[config.mk]
export PLATFORM = sky130hd
export DESIGN_NAME = fap_flash_access
export DESIGN_NICKNAME = d
export VERILOG_FILES = /design/src/include/fap_pkg.sv /design/src/hw/fap_flash_access.sv
export SDC_FILE = /design/constraint.sdc
export NUM_CORES = 1
export LEC_CHECK = 0
export BUFFER_PORTS_ARGS = -buffer_cell sky130_fd_sc_hd__buf_2
export CAP_MARGIN = 20
export CELL_PAD_IN_SITES_DETAIL_PLACEMENT = 0
export CELL_PAD_IN_SITES_GLOBAL_PLACEMENT = 1
export CORE_UTILIZATION = 44
export DETAILED_ROUTE_END_ITERATION = 10
export GPL_TIMING_DRIVEN = 0
export PLACE_DENSITY = 0.95
export SYNTH_ARGS = -nofsm -noshare
export SYNTH_HDL_FRONTEND = slang
export SYNTH_SLANG_ARGS = --single-unit
[constraint.sdc]
create_clock -name clk_sys -period 9.4 [get_ports clk_sys]
set_clock_uncertainty 0.05 [all_clocks]
set_input_delay 0.94 -clock clk_sys [delete_from_list [all_inputs] [get_ports clk_sys]]
set_output_delay 0.94 -clock clk_sys [all_outputs]
set_load 0.03 [all_outputs]
[src/include/fap_pkg.sv]
// Constants, types and helper functions of the flash access front end
//
// Contract
// - One active-high maskable interrupt, processor line zero
// - Two non-maskable sources, independent of enables
// - Processor main reads always; debug port only unlocked or with an allow flag set
// - Lower information_pages quarters and registers always readable
// - Upper information_pages quarter readable only without protection
// - Reads accept byte, half-word and word sizes
// - Information_pages writes refused; register writes always accepted
// - Unprotected: whole main area writable by both
// - Protected: only processor writes to log section
// - Main-area writes accepted only at word size
// - Commands from both; refused when protection forbids
// - Separate read-error status for fetches and loads
// - Corrected error flag, clear on read, maskable
// - Empty flag; load side maskable, fetch side non-maskable
// - Uncorrectable flag; load maskable, fetch non-maskable
// - First failing address held until status read
// - One error type flag at most, no count
// - Eight core flags; four clear on read, maskable
// - Allow flags read-only; clear bit resets them
// - Set allow flags permit reading locked contents
// - ECC generated, checked; access timing enforced internally
// - Protection field: key lock, permanent lock, fail count
package fap_pkg;

  // ******************************************************
  // Register map and fields
  // ******************************************************
  localparam logic [7:0] REG_CORE = 8'h00;
  localparam logic [7:0] REG_IRQ_EN = 8'h04;
  localparam logic [7:0] REG_FETCH_ST = 8'h08;
  localparam logic [7:0] REG_FETCH_ADR = 8'h0C;
  localparam logic [7:0] REG_LOAD_ST = 8'h10;
  localparam logic [7:0] REG_LOAD_ADR = 8'h14;
  localparam logic [7:0] REG_MEMINFO = 8'h18;
  localparam logic [7:0] REG_EXEC = 8'h1C;
  localparam int REG_LAST_IDX = 7;
  localparam int CORE_DONE = 0;
  localparam int CORE_REFUSE = 1;
  localparam int CORE_WREJ = 2;
  localparam int CORE_RREJ = 3;
  localparam int CORE_BUSY = 4;
  localparam int CORE_ALLOW = 5;
  localparam int CLR_ALLOW_BIT = 8;
  localparam int ALLOW_KEY = 0;
  localparam int ALLOW_BOOT = 1;
  localparam int ALLOW_PROG = 2;
  localparam int ERR_CORR = 0;
  localparam int ERR_EMPTY = 1;
  localparam int ERR_UNC = 2;
  localparam int PROT_KEY = 28;
  localparam int PROT_PERM = 29;
  localparam logic [31:0] MEMINFO_RESET = 32'hF7FFFFFF;
  localparam logic [31:0] MEMINFO_MASK = 32'hF7FFFFFF;
  localparam logic [1:0] RESP_OKAY = 2'b00;
  localparam logic [1:0] RESP_SLVERR = 2'b10;

  // ******************************************************
  // Flash geometry, sizes, sections, commands, timing
  // ******************************************************
  localparam int MAIN_AW = 15;
  localparam logic [14:0] MAIN_WORDS = 15'h6000;
  localparam int CW_POS = 38;
  localparam logic [1:0] SZ_WORD = 2'b10;
  localparam logic [1:0] SEC_BOOT = 2'b00;
  localparam logic [1:0] SEC_PROG = 2'b01;
  localparam logic [1:0] SEC_LOG = 2'b10;
  localparam logic [7:0] CMD_ERASE_MAIN = 8'h00;
  localparam logic [7:0] CMD_ERASE_BOOT_PROG = 8'h02;
  localparam logic [7:0] CMD_ERASE_PROG = 8'h03;
  localparam logic [7:0] CMD_ERASE_PAGE = 8'h04;
  localparam logic [7:0] CMD_ERASE_KEY = 8'h06;
  localparam logic [7:0] CMD_UNLOCK = 8'h08;
  localparam logic [7:0] CMD_GETENV = 8'h09;
  localparam logic [7:0] CMD_WRITE = 8'h0A;
  localparam logic [7:0] CMD_SET_KEY = 8'h0C;
  localparam logic [7:0] CMD_SET_BOUNDARY = 8'h0D;
  localparam int CLK_MHZ = 200;
  localparam int FL_RD_NS = 40;
  localparam int FL_WR_NS = 100;
  localparam int FL_RD_CYC = (FL_RD_NS * CLK_MHZ + 999) / 1000;
  localparam int FL_WR_CYC = (FL_WR_NS * CLK_MHZ + 999) / 1000;
  localparam logic [4:0] FL_RD_LOAD = 5'(FL_RD_CYC - 1);
  localparam logic [4:0] FL_WR_LOAD = 5'(FL_WR_CYC - 1);

  // ******************************************************
  // Types
  // ******************************************************
  typedef enum logic [1:0] {
    S_IDLE = 2'b00,
    S_RUN = 2'b01,
    S_RESP = 2'b10
  } fap_state_t;

  typedef struct packed {
    logic valid;
    logic jtag;
    logic fetch;
    logic write;
    logic information_pages;
    logic [1:0] size;
    logic [14:0] addr;
    logic [31:0] wdata;
  } fap_acc_req_t;

  typedef struct packed {
    logic done;
    logic err;
    logic [31:0] rdata;
  } fap_acc_rsp_t;

  // ******************************************************
  // Functions
  // ******************************************************
  // Hamming syndrome of the data bits at non-power-of-two positions
  function automatic logic [5:0] ecc_syn(input logic [31:0] d);
    logic [5:0] s;
    int k;
    s = 6'h00;
    k = 0;
    for (int p = 1; p <= CW_POS; p++) begin
      if ((p & (p - 1)) != 0) begin
        if (d[k]) s = s ^ 6'(p);
        k = k + 1;
      end
    end
    return s;
  endfunction

  // Flip the data bit that the syndrome points at
  function automatic logic [31:0] ecc_fix(input logic [31:0] d,
                                          input logic [5:0] s);
    logic [31:0] r;
    int k;
    r = d;
    k = 0;
    for (int p = 1; p <= CW_POS; p++) begin
      if ((p & (p - 1)) != 0) begin
        if (s == 6'(p)) r[k] = ~r[k];
        k = k + 1;
      end
    end
    return r;
  endfunction

  // Section of a main-area page from the boundary pages
  function automatic logic [1:0] sect_of(input logic [7:0] page,
                                         input logic [7:0] prog_start,
                                         input logic [7:0] log_start);
    if (page >= log_start) return SEC_LOG;
    if (page >= prog_start) return SEC_PROG;
    return SEC_BOOT;
  endfunction

  // Whether protection lets a command run
  function automatic logic cmd_allowed(input logic [7:0] code,
                                       input logic [1:0] sec,
                                       input logic [1:0] prot,
                                       input logic [2:0] allow);
    logic lock;
    lock = |prot;
    case (code)
      CMD_ERASE_MAIN, CMD_ERASE_BOOT_PROG, CMD_ERASE_PROG,
      CMD_GETENV: return 1'b1;
      CMD_ERASE_PAGE: return (sec == SEC_LOG) || !lock;
      CMD_ERASE_KEY: return !lock || allow[ALLOW_KEY];
      CMD_UNLOCK: return prot[0] && !prot[1];
      CMD_WRITE: return (sec == SEC_LOG) || !lock ||
        ((sec == SEC_BOOT) ? allow[ALLOW_BOOT] : allow[ALLOW_PROG]);
      CMD_SET_KEY, CMD_SET_BOUNDARY: return !lock;
      default: return 1'b0;
    endcase
  endfunction

endpackage

[src/hw/fap_flash_access.sv]
// Flash access front end: protection, ECC, status and AXI4-Lite registers
//
// The AXI4-Lite register port and the placing of the registers were chosen for this implementation.
`timescale 1ns/1ps
module fap_flash_access
  import fap_pkg::*;
(
  // Clock and reset
  input wire logic clk_sys,
  input wire logic reset_n,
  // AXI4-Lite register slave
  input wire logic [7:0] s_axi_awaddr,
  input wire logic s_axi_awvalid,
  output logic s_axi_awready,
  input wire logic [31:0] s_axi_wdata,
  input wire logic [3:0] s_axi_wstrb,
  input wire logic s_axi_wvalid,
  output logic s_axi_wready,
  output logic [1:0] s_axi_bresp,
  output logic s_axi_bvalid,
  input wire logic s_axi_bready,
  input wire logic [7:0] s_axi_araddr,
  input wire logic s_axi_arvalid,
  output logic s_axi_arready,
  output logic [31:0] s_axi_rdata,
  output logic [1:0] s_axi_rresp,
  output logic s_axi_rvalid,
  input wire logic s_axi_rready,
  // Flash access from processor or debug port
  input fap_acc_req_t acc_req,
  output fap_acc_rsp_t acc_rsp,
  // Flash array
  output logic fl_en,
  output logic fl_we,
  output logic fl_information_pages,
  output logic [14:0] fl_addr,
  output logic [38:0] fl_wdata,
  input wire logic [38:0] fl_rdata,
  // Command engine
  output logic cmd_start,
  output logic [7:0] cmd_code,
  output logic [7:0] cmd_page,
  input wire logic cmd_done,
  input wire logic [2:0] allow_set,
  // System memory information
  input wire logic [31:0] sys_mem_information_pages,
  // Interrupts
  output logic irq,
  output logic nmi_fetch_empty,
  output logic nmi_fetch_uncorr
);

  // ******************************************************
  // Declarations
  // ******************************************************
  logic aw_held_reg, w_held_reg, bvalid_reg, rvalid_reg;
  logic [7:0] aw_addr_reg;
  logic [31:0] w_data_reg, rdata_reg, acc_rdata_reg, mem_information_pages_reg;
  logic [3:0] w_strb_reg;
  logic [1:0] bresp_reg, rresp_reg;
  logic [7:0] core_reg, core_next, irq_en_reg, irq_en_next;
  logic [2:0] fetch_st_reg, fetch_st_next, load_st_reg, load_st_next;
  logic [15:0] fetch_adr_reg, load_adr_reg;
  fap_state_t state_reg;
  logic [4:0] cnt_reg;
  logic acc_err_reg, op_fetch_reg, op_write_reg;
  logic cmd_start_reg;
  logic [7:0] cmd_code_reg, cmd_page_reg;

  function automatic logic reg_mapped(input logic [7:0] a);
    return (a[1:0] == 2'b00) && (int'(a[7:2]) <= REG_LAST_IDX);
  endfunction

  // ******************************************************
  // AXI4-Lite slave
  // ******************************************************
  // Address and data may arrive in either order; both are held first
  assign s_axi_awready = !aw_held_reg && !bvalid_reg;
  assign s_axi_wready = !w_held_reg && !bvalid_reg;
  assign s_axi_arready = !rvalid_reg;
  assign s_axi_bvalid = bvalid_reg;
  assign s_axi_bresp = bresp_reg;
  assign s_axi_rvalid = rvalid_reg;
  assign s_axi_rresp = rresp_reg;
  assign s_axi_rdata = rdata_reg;
  wire aw_fire = s_axi_awvalid && s_axi_awready;
  wire w_fire = s_axi_wvalid && s_axi_wready;
  wire ar_fire = s_axi_arvalid && s_axi_arready;
  wire wr_do = aw_held_reg && w_held_reg;

  always_ff @(posedge clk_sys or negedge reset_n) begin
    if (!reset_n) begin
      aw_held_reg <= 1'b0;
      w_held_reg <= 1'b0;
      bvalid_reg <= 1'b0;
      bresp_reg <= RESP_OKAY;
      aw_addr_reg <= 8'h00;
      w_data_reg <= 32'h00000000;
      w_strb_reg <= 4'h0;
    end else begin
      if (aw_fire) aw_held_reg <= 1'b1;
      if (aw_fire) aw_addr_reg <= s_axi_awaddr;
      if (w_fire) w_held_reg <= 1'b1;
      if (w_fire) w_data_reg <= s_axi_wdata;
      if (w_fire) w_strb_reg <= s_axi_wstrb;
      if (wr_do) begin
        aw_held_reg <= 1'b0;
        w_held_reg <= 1'b0;
        bvalid_reg <= 1'b1;
        bresp_reg <= reg_mapped(aw_addr_reg) ? RESP_OKAY : RESP_SLVERR;
      end else if (bvalid_reg && s_axi_bready) begin
        bvalid_reg <= 1'b0;
      end
    end
  end

  // Write strobes of each register; execute takes any size, the enable byte and the clear bit need their byte lane strobed
  wire we_core = wr_do && (aw_addr_reg == REG_CORE);
  wire we_irq = wr_do && (aw_addr_reg == REG_IRQ_EN) && w_strb_reg[0];
  wire we_exec = wr_do && (aw_addr_reg == REG_EXEC);
  // Writing one to this bit re-arms protection
  wire clr_allow = we_core && w_data_reg[CLR_ALLOW_BIT] && w_strb_reg[1];

  // Read side effects happen at the address handshake
  wire rd_core = ar_fire && (s_axi_araddr == REG_CORE);
  wire rd_fetch = ar_fire && (s_axi_araddr == REG_FETCH_ST);
  wire rd_load = ar_fire && (s_axi_araddr == REG_LOAD_ST);
  wire [31:0] rd_mux =
    (s_axi_araddr == REG_CORE) ? {24'h000000, core_reg} :
    (s_axi_araddr == REG_IRQ_EN) ? {24'h000000, irq_en_reg} :
    (s_axi_araddr == REG_FETCH_ST) ? {29'h00000000, fetch_st_reg} :
    (s_axi_araddr == REG_FETCH_ADR) ? {16'h0000, fetch_adr_reg} :
    (s_axi_araddr == REG_LOAD_ST) ? {29'h00000000, load_st_reg} :
    (s_axi_araddr == REG_LOAD_ADR) ? {16'h0000, load_adr_reg} :
    (s_axi_araddr == REG_MEMINFO) ? mem_information_pages_reg :
    32'h00000000;

  // Register reads are never refused, from either master
  always_ff @(posedge clk_sys or negedge reset_n) begin
    if (!reset_n) begin
      rvalid_reg <= 1'b0;
      rresp_reg <= RESP_OKAY;
      rdata_reg <= 32'h00000000;
    end else if (ar_fire) begin
      rvalid_reg <= 1'b1;
      rdata_reg <= rd_mux;
      rresp_reg <= reg_mapped(s_axi_araddr) ? RESP_OKAY : RESP_SLVERR;
    end else if (rvalid_reg && s_axi_rready) begin
      rvalid_reg <= 1'b0;
    end
  end

  // ******************************************************
  // Protection checks
  // ******************************************************
  // Protection field copied from the system each cycle
  wire [1:0] prot = mem_information_pages_reg[PROT_PERM:PROT_KEY];
  wire lock = |prot;
  wire [2:0] allow = core_reg[CORE_ALLOW +: 3];
  wire [1:0] acc_sec = sect_of(acc_req.addr[14:7], mem_information_pages_reg[7:0],
                               mem_information_pages_reg[15:8]);
  wire in_range = acc_req.addr < MAIN_WORDS;
  // Top quarter of the information_pages pages holds the unlock key
  wire information_pages_key = acc_req.addr[8:7] == 2'b11;
  // Allow flags left set keep locked code readable
  wire rd_ok = acc_req.information_pages ? (!information_pages_key || !lock)
             : (in_range && (!acc_req.jtag || !lock || |allow));
  // Size is ignored on reads; the whole word is returned
  wire wr_ok = !acc_req.information_pages && in_range
             && (acc_req.size == SZ_WORD)
             && (!lock || (!acc_req.jtag && acc_sec == SEC_LOG));
  wire acc_ok = acc_req.write ? wr_ok : rd_ok;
  wire acc_start = (state_reg == S_IDLE) && acc_req.valid;

  // ******************************************************
  // Flash access sequencer
  // ******************************************************
  // ECC check bits and overall parity added to every word
  wire [5:0] wr_chk = ecc_syn(acc_req.wdata);
  wire [38:0] wr_word = {^{wr_chk, acc_req.wdata}, wr_chk, acc_req.wdata};
  wire [5:0] rd_syn = ecc_syn(fl_rdata[31:0]) ^ fl_rdata[37:32];
  wire rd_empty = &fl_rdata;
  wire rd_corr = !rd_empty && (^fl_rdata);
  wire rd_unc = !rd_empty && !(^fl_rdata) && (rd_syn != 6'h00);
  wire [31:0] rd_data = rd_corr ? ecc_fix(fl_rdata[31:0], rd_syn)
                                : fl_rdata[31:0];
  wire rd_finish = (state_reg == S_RUN) && (cnt_reg == 5'h00) && !op_write_reg;
  wire [2:0] rd_ev = {rd_unc, rd_empty, rd_corr};
  wire [2:0] ev_fetch = (rd_finish && op_fetch_reg) ? rd_ev : 3'h0;
  wire [2:0] ev_load = (rd_finish && !op_fetch_reg) ? rd_ev : 3'h0;

  // The array is held enabled for the full access time
  always_ff @(posedge clk_sys or negedge reset_n) begin
    if (!reset_n) begin
      state_reg <= S_IDLE;
      cnt_reg <= 5'h00;
      fl_en <= 1'b0;
      fl_we <= 1'b0;
      fl_information_pages <= 1'b0;
      fl_addr <= 15'h0000;
      fl_wdata <= 39'h0000000000;
      acc_err_reg <= 1'b0;
      acc_rdata_reg <= 32'h00000000;
      op_fetch_reg <= 1'b0;
      op_write_reg <= 1'b0;
    end else begin
      case (state_reg)
        S_IDLE: begin
          if (acc_start && acc_ok) begin
            fl_en <= 1'b1;
            fl_we <= acc_req.write;
            fl_information_pages <= acc_req.information_pages;
            fl_addr <= acc_req.addr;
            fl_wdata <= wr_word;
            cnt_reg <= acc_req.write ? FL_WR_LOAD : FL_RD_LOAD;
            op_fetch_reg <= acc_req.fetch && !acc_req.jtag;
            op_write_reg <= acc_req.write;
            acc_err_reg <= 1'b0;
            state_reg <= S_RUN;
          end else if (acc_start) begin
            // Refused: array untouched, no data exposed
            acc_err_reg <= 1'b1;
            acc_rdata_reg <= 32'h00000000;
            state_reg <= S_RESP;
          end
        end
        S_RUN: begin
          if (cnt_reg == 5'h00) begin
            fl_en <= 1'b0;
            fl_we <= 1'b0;
            acc_rdata_reg <= op_write_reg ? 32'h00000000 : rd_data;
            acc_err_reg <= rd_unc && !op_write_reg;
            state_reg <= S_RESP;
          end else begin
            cnt_reg <= cnt_reg - 5'h01;
          end
        end
        S_RESP: state_reg <= S_IDLE;
        default: state_reg <= S_IDLE;
      endcase
    end
  end

  assign acc_rsp = '{done: state_reg == S_RESP, err: acc_err_reg,
                     rdata: acc_rdata_reg};

  // ******************************************************
  // Read error status
  // ******************************************************
  // A new error loads only into an empty or just-read register, so the
  // first address survives and a read never swallows an arriving error
  wire ld_fetch = (ev_fetch != 3'h0) && ((fetch_st_reg == 3'h0) || rd_fetch);
  wire ld_load = (ev_load != 3'h0) && ((load_st_reg == 3'h0) || rd_load);
  assign fetch_st_next = ld_fetch ? ev_fetch
                       : (rd_fetch ? 3'h0 : fetch_st_reg);
  assign load_st_next = ld_load ? ev_load
                      : (rd_load ? 3'h0 : load_st_reg);

  always_ff @(posedge clk_sys or negedge reset_n) begin
    if (!reset_n) begin
      fetch_st_reg <= 3'h0;
      load_st_reg <= 3'h0;
      fetch_adr_reg <= 16'h0000;
      load_adr_reg <= 16'h0000;
    end else begin
      fetch_st_reg <= fetch_st_next;
      load_st_reg <= load_st_next;
      if (ld_fetch) fetch_adr_reg <= {fl_information_pages, fl_addr};
      if (ld_load) load_adr_reg <= {fl_information_pages, fl_addr};
    end
  end

  // ******************************************************
  // Commands and core status
  // ******************************************************
  // Setup order is free; the execute write alone launches
  wire [1:0] cmd_sec = sect_of(w_data_reg[15:8], mem_information_pages_reg[7:0],
                               mem_information_pages_reg[15:8]);
  wire cmd_ok = cmd_allowed(w_data_reg[7:0], cmd_sec, prot, allow)
              && !core_reg[CORE_BUSY];
  wire cmd_go = we_exec && cmd_ok;
  wire acc_rej = (state_reg == S_IDLE) && acc_req.valid && !acc_ok;
  wire [3:0] core_ev = {acc_rej && !acc_req.write, acc_rej && acc_req.write,
                        we_exec && !cmd_ok, cmd_done};
  // Clear-on-read flags lose to a same-cycle event
  assign core_next[3:0] = (core_reg[3:0] & ~{4{rd_core}}) | core_ev;
  assign core_next[CORE_BUSY] = cmd_go || (core_reg[CORE_BUSY] && !cmd_done);
  assign core_next[7:5] = (allow & ~{3{clr_allow}}) | allow_set;
  // Only the enable byte is kept; upper bits read zero
  assign irq_en_next = we_irq ? w_data_reg[7:0] : irq_en_reg;

  always_ff @(posedge clk_sys or negedge reset_n) begin
    if (!reset_n) begin
      core_reg <= 8'h00;
      irq_en_reg <= 8'h00;
      mem_information_pages_reg <= MEMINFO_RESET;
      cmd_start_reg <= 1'b0;
      cmd_code_reg <= 8'h00;
      cmd_page_reg <= 8'h00;
    end else begin
      core_reg <= core_next;
      irq_en_reg <= irq_en_next;
      mem_information_pages_reg <= sys_mem_information_pages & MEMINFO_MASK;
      cmd_start_reg <= cmd_go;
      if (cmd_go) cmd_code_reg <= w_data_reg[7:0];
      if (cmd_go) cmd_page_reg <= w_data_reg[15:8];
    end
  end

  assign cmd_start = cmd_start_reg;
  assign cmd_code = cmd_code_reg;
  assign cmd_page = cmd_page_reg;

  // ******************************************************
  // Interrupt outputs
  // ******************************************************
  // Fetch-side empty and uncorrectable are too severe to be masked
  wire [7:0] irq_src = {fetch_st_reg[ERR_CORR], load_st_reg[ERR_UNC],
                        load_st_reg[ERR_EMPTY], load_st_reg[ERR_CORR],
                        core_reg[3:0]};
  assign irq = |(irq_src & irq_en_reg);
  assign nmi_fetch_empty = fetch_st_reg[ERR_EMPTY];
  assign nmi_fetch_uncorr = fetch_st_reg[ERR_UNC];
endmodule // fap_flash_access

==> Word level (Yosys, flattened, before mapping) <==
Index checks and enable logic that the tools add are counted.
{ "word_totals": {"ff_bits": 267, "inputBits": 188, "output_inout_bits": 152, "wordCells": 469} }
{ "op_classes": {"n_addsub": 1, "magnitude_cmp": 7, "n_eq_ne": 61, "muxes": 160, "bitwise": 102, "n_reduce_logical": 107} }
{ "op_table": {"columns": ["operator", "n"], "rows": [
  ["32-bit 2-to-1 mux", 13],
  ["5-bit 2-to-1 mux", 34],
  ["6-bit by 5-bit equality test with 1-bit output (second input constant)", 15],
  ["3-bit inverter", 27],
  ["6-bit 2-to-1 mux", 13],
  ["32-bit one-hot mux with 2 select lines", 1],
  ["4-bit 2-to-1 mux", 15],
  ["8-bit by 4-bit equality test with 1-bit output (second input constant)", 7],
  ["1-bit logical AND", 45],
  ["4-bit inverter", 11],
  ["6-bit by 4-bit equality test with 1-bit output (second input constant)", 7],
  ["3-bit 2-to-1 mux", 13],
  ["39-bit AND reduction", 1],
  ["39-bit parity", 1],
  ["2-bit inverter", 19],
  ["38-bit parity", 1],
  ["6-bit equality test (second input constant)", 6],
  ["8-bit by 3-bit equality test with 1-bit output (second input constant)", 4],
  ["8-bit by 5-bit equality test with 1-bit output (second input constant)", 4],
  ["8-bit greater-or-equal comparator", 4],
  ["2-bit 2-to-1 mux", 16],
  ["1-bit inverter", 32],
  ["31-bit 2-to-1 mux", 1],
  ["30-bit 2-to-1 mux", 1],
  ["63 further kinds", 147]
]} }

==> Longest topological paths before layout <==
Gate-level depths: netlist (run 1).
{ "depth": {"ltp_word": 101, "mapped_depth": 14, "depth_no_buf": 11} }

==> Least setup slack after synthesis (run 1) <==
Ideal clock, no wire load.
{ "synth_path": {"path_kind": "input-to-reg", "start": "in fl_rdata[4]", "end": "reg fetch_adr_reg[10]", "setup_ns": 0.125, "arrival_ns": 3.293, "required_ns": 9.225, "path_slack_ns": 5.932, "cell_stages": 11, "path_buffers": 1, "cell_sequence": "ha_1 -> xnor2_1 -> xnor2_1 -> xnor2_1 -> xnor2_2 -> mux2_4 -> nor3_4 -> nand3_4 -> nand2_4 -> buf_12 -> mux2_4"} }
{ "synth_between": {"elab_chain_cells": 48} }
{ "synth_rtl": {"columns": ["item", "line_no", "text"], "rows": [
  ["start, declared", "fap_flash_access.sv:38", "input wire logic [38:0] fl_rdata,"],
  ["4-bit 2-to-1 mux", "fap_pkg.sv:125", "if (d[k]) s = s ^ 6'(p);"],
  ["4-bit 2-to-1 mux or 2-bit inverter (tied branches)", null, null],
  ["3-bit inverter (no source line) or 4-bit 2-to-1 mux (tied branches)", null, null],
  ["4-bit 2-to-1 mux or 3-bit inverter (tied branches)", null, null],
  ["4-bit 2-to-1 mux", "fap_pkg.sv:125", null],
  ["3-bit inverter (no source line) or 2-bit inverter (tied branches)", null, null],
  ["4-bit 2-to-1 mux", "fap_pkg.sv:125", null],
  ["4-bit 2-to-1 mux or 3-bit inverter (tied branches)", null, null],
  ["[31 not listed]", null, null],
  ["3-bit inverter (no source line) or 6-bit 2-to-1 mux (tied branches)", null, null],
  ["6-bit 2-to-1 mux (2 in series)", "fap_pkg.sv:125", null],
  ["6-bit XOR", "fap_flash_access.sv:181", "wire [5:0] rd_syn = ecc_syn(fl_rdata[31:0]) ^ fl_rdata[37:32];"],
  ["6-bit nonzero test", "fap_flash_access.sv:184", "wire rd_unc = !rd_empty && !(^fl_rdata) && (rd_syn != 6'h00);"],
  ["1-bit logical AND", "fap_flash_access.sv:184", null],
  ["3-bit 2-to-1 mux (*)", "fap_flash_access.sv:189", "wire [2:0] ev_fetch = (rd_finish && op_fetch_reg) ? rd_ev : 3'h0;"],
  ["3-bit nonzero test (*)", "fap_flash_access.sv:252", "wire ld_fetch = (ev_fetch != 3'h0) && ((fetch_st_reg == 3'h0) || rd_fetch);"],
  ["1-bit logical AND (*)", "fap_flash_access.sv:252", null],
  ["end signal, assigned", "fap_flash_access.sv:268", "if (ld_fetch) fetch_adr_reg <= {fl_information_pages, fl_addr};"],
  ["end, declared", "fap_flash_access.sv:63", "logic [15:0] fetch_adr_reg, load_adr_reg;"]
]} }
Mark *: on every way between the ends. The rest lies on a longest branch, timed or not.
A chain may end at the register's enable or synchronous reset.

==> Final worst setup path (run 1) <==
{ "layout_path": {"start": "reg mem_information_pages_reg[14]", "end": "reg fl_wdata[20]"} }
{ "layout_between": {"elab_chain_cells": 10} }
{ "layout_rtl": {"columns": ["item", "line_no", "text"], "rows": [
  ["start, declared", "fap_flash_access.sv:58", "logic [31:0] w_data_reg, rdata_reg, acc_rdata_reg, mem_information_pages_reg;"],
  ["start signal, assigned", "fap_flash_access.sv:303", "mem_information_pages_reg <= sys_mem_information_pages & MEMINFO_MASK;"],
  ["8-bit greater-or-equal comparator", "fap_pkg.sv:152", "if (page >= log_start) return SEC_LOG;"],
  ["1-bit 2-to-1 mux", "fap_pkg.sv:152", null],
  ["2-bit 2-to-1 mux", "fap_pkg.sv:153", "if (page >= prog_start) return SEC_PROG;"],
  ["2-bit equality test", "fap_flash_access.sv:171", "&& (!lock || (!acc_req.jtag && acc_sec == SEC_LOG));"],
  ["1-bit logical AND", "fap_flash_access.sv:171", null],
  ["1-bit logical OR", "fap_flash_access.sv:171", null],
  ["1-bit logical AND", "fap_flash_access.sv:171", null],
  ["1-bit 2-to-1 mux", "fap_flash_access.sv:172", "wire acc_ok = acc_req.write ? wr_ok : rd_ok;"],
  ["1-bit logical AND", "fap_flash_access.sv:209", "if (acc_start && acc_ok) begin"],
  ["2-bit AND reduction (no source line)", null, null],
  ["end signal, assigned", "fap_flash_access.sv:214", "fl_wdata <= wr_word;"],
  ["end, declared", "fap_flash_access.sv:37", "output logic [38:0] fl_wdata,"]
]} }
No other way between the ends.

==> parameters.txt, run 1 <==
Parameter                              Value

Global routing
  Initial antenna violation count    5
  Maximum number of pins on one net before global-route repair    about 110
  Global-route wire length before repair    57910 µm
  Final global-route overflow total    0
  Overall global routing resource usage    24.05%
  Number of global-route vias before repair    10560

Clocking
  Number of gates resized after CTS    0
  Clk Tree Root Cell    clkbuf_16
  TritonCTS clock tree    done
  Buffer levels on the longest clock path    3
  Number of sinks on the clock net    264
  Number of buffers inserted to repair setup after CTS    0
  H-tree levels    1
  Clock-pin slew on the worst setup and hold paths    roughly 0.06 ns
  Cts-stage hold buffer count    0
  Clock network latency to the later pin of the worst-skew pair    approximately 0.55 ns
  Number of buffers created by CTS    29

Layout
  Fraction of final layout cells sized beyond drive strength 1    30.89%
  Net count of the finished layout    around 1800
  Filler cell count    2611
  Synth-to-Final Area Change    24.10%
  Flip-flop count of the largest register, all copies and words added    39

STA
  Worst setup slack after layout    5.696 ns
  Max-Slew Margin vs Limit    35.35%
  Hold violation total from the final report    0
  Final-report setup violation count    0
  Worst slew pin tran    0.9609 ns
  Setup repair after global routing missed its margin    false
  Period minus WS final    3.704 ns
  Slew Viols, Final    0
  Period utilisation layout    39.40%
  Highest achievable clock rate    270.0 MHz
  Setup TNS after final layout    0 ns

Setup path
  Crit Path Max Fanout    10
  Critical path start-end classification    flip-flop to flip-flop
  Crit path launch    mem_information_pages_reg[14]
  Type of element launching the critical path    flip-flop
  End of the worst register-to-register path    fl_wdata[20]
  Termination of the worst setup path    fl_wdata[20]
  Cell at the slowest stage of the critical path    a41oi_1
  WP data arrival    4.14 ns
  Crit. End Element    flip-flop
  Setup slack, reg-to-reg    5.70 ns
  FF-to-FF Start    mem_information_pages_reg[14]
  FF-to-FF path depth    12
  Cell-by-cell listing of the critical path    inv_1 -> ha_1 -> a21o_1 -> a2111oi_0 -> o21ai_0 -> a41oi_1 -> or3_1 -> clkbuf_1 -> buf_2 -> clkbuf_1 -> nand2_1 -> nand2_1
  Required time at the endpoint of the critical path    9.84 ns
  Largest stage delay on the critical path    0.56 ns

Yosys
  Flip-flop and latch count after synthesis    264
  Adder-cell share of the synthesized area    under 10%
  Post-Syn Area    13200 µm²
  Yosys warns    0
  Average cell area after synthesis    10.78 µm²
  Register area share after synthesis    approximately half
  Area fraction in compound gates after synthesis    8.907%
  Share of synthesized registers carrying an async set or reset    100.0%
  Share of cell area taken by muxes after synthesis    under 10%
  Top FF cell, synth    dfrtp_1
  Main combinational cell family by area after synthesis    simple AND/OR/NAND/NOR gates
  Area share of xor/xnor cells in the synthesized design    12.73%
  Count of distinct cell types in the synthesized netlist    59
  Cells after synthesis    1225
  Number of enable flip-flop cells after synthesis    0
  Basic-gate share of the synthesized area counting and, or, nand and nor cells    a little over an eighth

Placed design
  Routability congestion estimate    0.8979
  Detailed-placement wirelength estimate    28400 µm
  Count of port buffers added during placement    316
  Pre-CTS setup slack    5.148 ns

Floorplan
  Area of the die    30710 µm²
  Die boundary width    approximately 180 µm
  Placeable Area    ~30000 µm²
  Starting utilization of the core area    44.67%
  Site row count    63
  Count of boundary I/O pins    340
  Die extent in y    about 180 µm

Drt
  Residual DRC count    0
  Number of DRC violations after detailed-routing iteration 0    612
  Number of optimization iterations in the first detailed-route pass    5
  Final Routed Wirelength    about 37000 µm
  Via count    around 10000
  Wire per inst    18.36 µm
  Post-route antenna net violation count    0
  Average vias per placed instance    5.145

Flow run
  MaxCap Viol Count    0

Status
  Status    finished clean

Power and ir drop
  Largest vdd supply drop    between 0.1 and 0.15 mV
  Standby leakage power    8.150 nW
  Power density over the cells    265.1 nW/µm²

Hold path
  Hold/Removal Path Class    input port to async pin
-- cell usage in the layout, fill, tap and decap left out, types with 19 or more instances in the layout --
cell	n
buf_2	316
nand2_1	255
dfrtp_1	233
xnor2_1	128
o21ai_0	64
mux2_2	53
nor2_1	52
ha_1	45
clkbuf_1	40
xor2_1	40
dfstp_2	31
clkbuf_16	29
inv_1	27
a22o_1	23
a21oi_1	21
mux2_4	21
nor2b_1	19
-- logic make-up after synthesis --
family,count (synthesis)
AND/OR/NAND/NOR,394
flip-flops,264
AO/OA/AOI/OAI,179
XOR/XNOR,178
multiplexers,91
buffers and inverters,73
adder cells (fa/ha/maj),45
other,1
-- critical path: cells and delay by family, from the launching register on --
| family | cells | cell delay, ns |
|---|---|---|
| AOI/OAI and AO/OA | 4 | 1.36 |
| adders and majority gates | 1 | 0.29 |
| buffers and inverters | 4 | 1.03 |
| DFF | 1 | 0.53 |
| and+or+nand+nor | 3 | 0.39 |
-- how the worst min path moves through the flow --
stage | to | slack, ns | depth (start not counted)
finish | s_axi_bvalid | 0.42 | 1
CTS | mem_information_pages_reg[21] | 0.41 | 1
detailed placement | fl_wdata[14] | 0.41 | 2
floorplan | core_reg[0] | 0.42 | 2
global route | mem_information_pages_reg[7] | 0.41 | 1
global placement | fl_wdata[36] | 0.40 | 2
-- layout make-up --
class	instances	area [µm²]	share of cell area [%]
multi-input cells	890	6240	38.08
clock inverters	18	247.7	1.512
plain buffers	46	225.2	1.374
clock buffers	36	782.0	4.772
inverters	27	101.3	0.6185
diodes	4	10.01	0.06109
well taps	390	488.0	2.978
repair buffers	318	1647	10.05
flip-flops and latches	264	6645	40.55
-- synthesized netlist by cell type (all sizes together), types with 2 or more instances --
library cell | instances | area, µm²
a211oi | 3 | 22.52
a21o | 13 | 97.59
a21oi | 21 | 105.1
a221oi | 5 | 43.79
a222oi | 8 | 80.08
a22o | 23 | 201.4
a22oi | 7 | 52.55
a31oi | 5 | 31.28
and2 | 6 | 37.54
and3 | 3 | 18.77
buf | 10 | 90.09
clkbuf | 36 | 135.1
dfrtp | 233 | 5831
dfstp | 31 | 814.5
ha | 45 | 563.0
inv | 27 | 101.4
mux2 | 79 | 968.4
mux2i | 12 | 120.1
nand2 | 257 | 979.7
nand2b | 8 | 50.05
nand3 | 12 | 72.57
nand4 | 9 | 56.30
nor2 | 52 | 195.2
nor2b | 19 | 118.9
nor3 | 11 | 66.32
nor3b | 3 | 27.52
nor4 | 5 | 31.28
o211ai | 2 | 15.01
o21ai | 76 | 380.4
o22ai | 7 | 43.79
or3 | 4 | 25.02
or4 | 3 | 22.52
xnor2 | 131 | 1170
xnor3 | 7 | 160.2
xor2 | 40 | 350.3
-- metrics by stage --
| step | instances | util (%) | hold slack, ns | instance area [µm²] | power [W] |
|---|---|---|---|---|---|
| after floorplan | 1227 | - | 0.4175 | 13210 | 0.002627 |
| after global placement | 1933 | 51.70 | 0.4045 | 15280 | 0.003103 |
| after detailed placement | 1935 | 51.92 | 0.4083 | 15350 | 0.003151 |
| after CTS | 1989 | 55.40 | 0.4101 | 16380 | 0.004381 |
| after global routing | 1991 | 55.42 | 0.4135 | 16380 | 0.004594 |
| final | 1993 | 55.43 | 0.4161 | 16390 | 0.004344 |
-- metal layers --
layer  wire length [µm]  track usage (%)
met5                 13                0
met4                916            7.065
met3               2438            4.809
met2              17240            39.90
met1              15990            31.76
-- report_power, final --
group          leakage [nW]  internal, W  switching [W]  total [W]
sequential             3.35      0.00138       0.000192    0.00157
clock                 0.493     0.000733       0.000481    0.00121
combinational          4.30     0.000556        0.00100    0.00156
Power figures use the tool's default switching activity.
==> run 2: changes to the inputs <==
--- a/config.mk
+++ b/config.mk
@@ -5,14 +5,15 @@
 export SDC_FILE = /design/constraint.sdc
 export NUM_CORES = 1
 export LEC_CHECK = 0
+export ABC_AREA = 1
 export BUFFER_PORTS_ARGS = -buffer_cell sky130_fd_sc_hd__buf_2
 export CAP_MARGIN = 20
 export CELL_PAD_IN_SITES_DETAIL_PLACEMENT = 0
 export CELL_PAD_IN_SITES_GLOBAL_PLACEMENT = 1
-export CORE_UTILIZATION = 44
+export CORE_UTILIZATION = 40
 export DETAILED_ROUTE_END_ITERATION = 10
 export GPL_TIMING_DRIVEN = 0
-export PLACE_DENSITY = 0.95
+export PLACE_DENSITY = 0.93
 export SYNTH_ARGS = -nofsm -noshare
 export SYNTH_HDL_FRONTEND = slang
 export SYNTH_SLANG_ARGS = --single-unit
==> constraint.sdc (replaced) <==
create_clock -name clk_sys -period 3.8 [get_ports clk_sys]
set_clock_uncertainty 0.05 [all_clocks]
set_input_delay 0.38 -clock clk_sys [delete_from_list [all_inputs] [get_ports clk_sys]]
set_output_delay 0.38 -clock clk_sys [all_outputs]
set_load 0.03 [all_outputs]
==> run 2 against run 1 <==
Net effect: the run now ends with design-rule violations left; worst hold slack got worse by 0.39 ns; global-route usage up 0.72 points; flip-flop and latch count unchanged; sequential power grew 150%; register-to-register slack got worse by 5.3 ns; largest power group is now combinational logic; final cell count up 40%; non-clock buffer count grew 97; critical endpoint is now acc_rdata_reg[22]; utilization shrank 3.1 points; clock power rose by 140%; synthesized cell count is 53% higher; fmax rose by 9.8%.
==> parameters.txt, run 2 <==
Parameter                              Value

Clocking
  H-tree levels    1 (unchanged)
  Clk Tree Root Cell    clkbuf_16
  Buffer levels on the longest clock path    3 (unchanged)
  Clock network latency to the later pin of the worst-skew pair    0.58 ns (+0.03 ns)
  Number of buffers created by CTS    30 (+3.4%)
  Number of sinks on the clock net    264 (unchanged)
  Clock-pin slew on the worst setup and hold paths    0.06 ns (about the same)
  Number of buffers inserted to repair setup after CTS    0 (unchanged)
  TritonCTS clock tree    done

Placed design
  Number of cells after detailed placement    2657 (+37%)
  Detailed-placement wirelength estimate    35640 µm (+25%)
  Routability congestion estimate    0.9270 (+3.2%)
  Count of port buffers added during placement    316 (unchanged)

Global routing
  Global-route wire length before repair    74310 µm (+28%)
  Initial antenna violation count    6 (+1)
  Final global-route overflow total    0 (unchanged)
  Number of global-route vias before repair    13810 (+31%)
  Overall global routing resource usage    24.77% (+0.72 points)
  Maximum number of pins on one net before global-route repair    96 (-8.6%)

Floorplan
  Site row count    69 (+9.5%)
  Starting utilization of the core area    41.08% (-3.6 points)
  Die boundary width    194.0 µm (+11%)
  Count of boundary I/O pins    340 (unchanged)
  Die extent in y    194.0 µm (+11%)
  Placeable Area    35910 µm² (+21%)
  Area of the die    37650 µm² (+23%)

Power and ir drop
  Gate power share    37.2% (+1.3 points)
  Internal power    0.006452 W (+140%)
  Sw power    0.004402 W (+160%)
  Largest vdd supply drop    0.4205 mV (+230%)
  Power density over the cells    577.8 nW/µm² (+120%)
  Clock share of power    27.2% (-0.7 points)
  Reg power frac    35.6% (-0.6 points)
  Standby leakage power    10.18 nW (+25%)
  Switch share    40.56% (+2.0 points)

Yosys
  Area fraction in compound gates after synthesis    7.938% (-0.97 points)
  Most numerous cell types in the synthesized netlist    632 x nand2_1, 233 x dfrtp_1, 203 x inv_1
  Post-Syn Area    14750 µm² (+12%)
  Count of distinct cell types in the synthesized netlist    50 (-15%)
  Cell with the most instances after synthesis    nand2_1
  Top FF cell, synth    dfrtp_1
  Register area share after synthesis    45.04% (-5.3 points)
  Cells after synthesis    1876 (+53%)
  Average cell area after synthesis    7.864 µm² (-27%)
  Main combinational cell family by area after synthesis    simple AND/OR/NAND/NOR gates
  Basic-gate share of the synthesized area counting and, or, nand and nor cells    26.44% (+13 points)
  Number of enable flip-flop cells after synthesis    0 (unchanged)
  Yosys warns    0 (unchanged)
  Area share of xor/xnor cells in the synthesized design    7.794% (-4.9 points)
  Share of synthesized registers carrying an async set or reset    100.0% (unchanged)
  Share of the synthesized area in the top cell type    39.52% (-4.6 points)
  Biggest area contributors in the synthesized netlist    dfrtp_1 40%, nand2_1 16%, dfstp_2 5.5%
  Share of cell area taken by muxes after synthesis    1.221% (-7.0 points)
  Flip-flop and latch count after synthesis    264 (unchanged)
  Adder-cell share of the synthesized area    3.816% (-0.45 points)
  Cell accounting for the most synthesized area    dfrtp_1

STA
  Highest achievable clock rate    296.4 MHz (+9.8%)
  Period utilisation layout    88.80% (+49 points)
  Slew Viols, Final    0 (unchanged)
  Final-report setup violation count    0 (unchanged)
  Hold violation total from the final report    0 (unchanged)
  Setup repair after global routing missed its margin    false
  Worst slew pin tran    0.8256 ns (-0.1353 ns)
  Period minus WS final    3.374 ns (-0.3298 ns)
  Max-Slew Margin vs Limit    44.45% (+9.1 points)

Drt
  Number of DRC violations after detailed-routing iteration 0    821 (+34%)
  Residual DRC count    2 (+2)
  Number of optimization iterations in the first detailed-route pass    8 (+3)
  Average vias per placed instance    5.010 (-2.6%)
  Wire per inst    16.71 µm (-9.0%)
  Via count    13990 (+36%)
  Final Routed Wirelength    46670 µm (+28%)
  Post-route antenna net violation count    0 (unchanged)

Setup path
  Crit Path Max Fanout    10 (unchanged)
  Critical path start-end classification    flip-flop to flip-flop
  FF-to-FF path depth    13 (+1)
  Setup slack, reg-to-reg    0.43 ns (-5.27 ns)
  WP data arrival    3.83 ns (-0.31 ns)
  End of the worst register-to-register path    acc_rdata_reg[22]
  Crit. End Element    flip-flop
  Cell at the slowest stage of the critical path    dfstp_2
  Type of element launching the critical path    flip-flop
  Largest stage delay on the critical path    0.51 ns (-0.05 ns)
  Required time at the endpoint of the critical path    4.26 ns (-5.58 ns)
  Cell-by-cell listing of the critical path    inv_1 -> ha_1 -> nand2_1 -> nor2_1 -> nand4_1 -> o2111ai_1 -> a21oi_1 -> o21ai_0 -> nand2_1 -> nand2_1 -> clkbuf_1 -> nand2_1 -> nand2_1
  FF-to-FF Start    mem_information_pages_reg[15]
  Dominant cell type by count on the critical path    nand2_1

Hold path
  Critical hold path startpoint    s_axi_wdata[2]
  Hold/Removal Path Class    input port to flip-flop
  Instance count along the most critical hold path    3
  Min-Delay Endpoint    w_data_reg[2]

Layout
  Net count of the finished layout    2538 (+40%)
  Leading cell type in the layout, fill and taps excluded    nand2_1
  Util after Layout    52.31% (-3.1 points)
  Fraction of final layout cells sized beyond drive strength 1    20.82% (-10 points)
  Leading cell types in the layout, fill and taps excluded    632 x nand2_1, 330 x buf_2, 233 x dfrtp_1
  Flip-flop count of the largest register, all copies and words added    39 (unchanged)
  Synth-to-Final Area Change    27.34%
  Post-route insts no fill    2793 (+40%)

Status
  Violated checks    design-rule violations
  Status    finished with violations

Flow run
  MaxCap Viol Count    0 (unchanged)
==> run 2: logic make-up after synthesis <==
kind of cell / count (synthesis)
AND/OR/NAND/NOR: 932
buffers and inverters: 285
flip-flops: 264
AO/OA/AOI/OAI: 206
XOR/XNOR: 127
adder cells (fa/ha/maj): 45
multiplexers: 16
other: 1
==> run 2: worst max path at each step <==
stage                                        startpoint                 to  slack (ns)  cells past startpoint
after floorplan            mem_information_pages_reg[8]        core_reg[4]        1.45                     14
after global placement                          reset_n  acc_rdata_reg[10]       -2.37                      1
after detailed placement  mem_information_pages_reg[15]  acc_rdata_reg[21]        0.24                     13
after CTS                 mem_information_pages_reg[15]        fl_addr[13]        0.19                     12
after global routing      mem_information_pages_reg[15]  acc_rdata_reg[23]        0.09                     13
final                     mem_information_pages_reg[15]  acc_rdata_reg[22]        0.43                     13
==> run 2: worst max-delay path: cells and delay by family (launching register included) <==
| kind | cells | cell delay, ns |
|---|---|---|
| AND/OR/NAND/NOR | 7 | 1.34 |
| AO/OA/AOI/OAI | 3 | 0.59 |
| flip-flops | 1 | 0.51 |
| buffers and inverters | 2 | 0.50 |
| adder cells (fa/ha/maj) | 1 | 0.32 |
==> run 2: power groups by stage <==
stage	Sequential, W	Combinational [W]	Clock, W
2_1_floorplan	0.00442	0.00208	0
3_3_place_gp	0.00387	0.00384	0
3_5_place_dp	0.00389	0.00395	0
4_1_cts	0.00385	0.00403	0.00302
5_1_grt	0.00394	0.00445	0.00313
6_report	0.00386	0.00404	0.00295
==> run 2: area by class of cell <==
| cell class | instances | area, µm² |
|---|---|---|
| flip-flops and latches | 264 | 6645 |
| clock buffers | 43 | 849.6 |
| well taps | 461 | 576.8 |
| inverters | 219 | 822.0 |
| fillers | 3367 | 17130 |
| clock inverters | 13 | 172.7 |
| repair buffers | 395 | 2417 |
| multi-input cells | 1329 | 6977 |
| diodes | 3 | 7.507 |
| plain buffers | 66 | 319.1 |
==> run 2: what timing repair did <==
action                                  4_1_cts  5_1_grt
endpoints found under the hold margin       148        0
endpoints found under the setup margin        0       16
hold buffers                                 77        0
resized for setup                             0        4
==> run 2: per-stage QoR <==
stage | setup slack [ns] | setup TNS, ns | hold slack, ns | total power (W) | cell area (µm²)
after CTS | 0.1864 | 0 | 0.0008085 | 0.01091 | 18780
after floorplan | 1.447 | 0 | 0.03441 | 0.006505 | 14760
final | 0.4258 | 0 | 0.02438 | 0.01085 | 18790
after global placement | -2.367 | -562.84 | 0.3934 | 0.007714 | 16920
after global routing | 0.09382 | 0 | 0.02127 | 0.01151 | 18780
after detailed placement | 0.2428 | 0 | 0.3701 | 0.007833 | 16980
==> run 2: layer usage <==
layer	track usage (%)	up-vias	part of all wire (%)
li1	-	6850	-
met2	40.99	475	46
met4	8.289	6	3.0
met5	0	-	0.096
met3	3.844	83	6.9
met1	33.04	6579	44
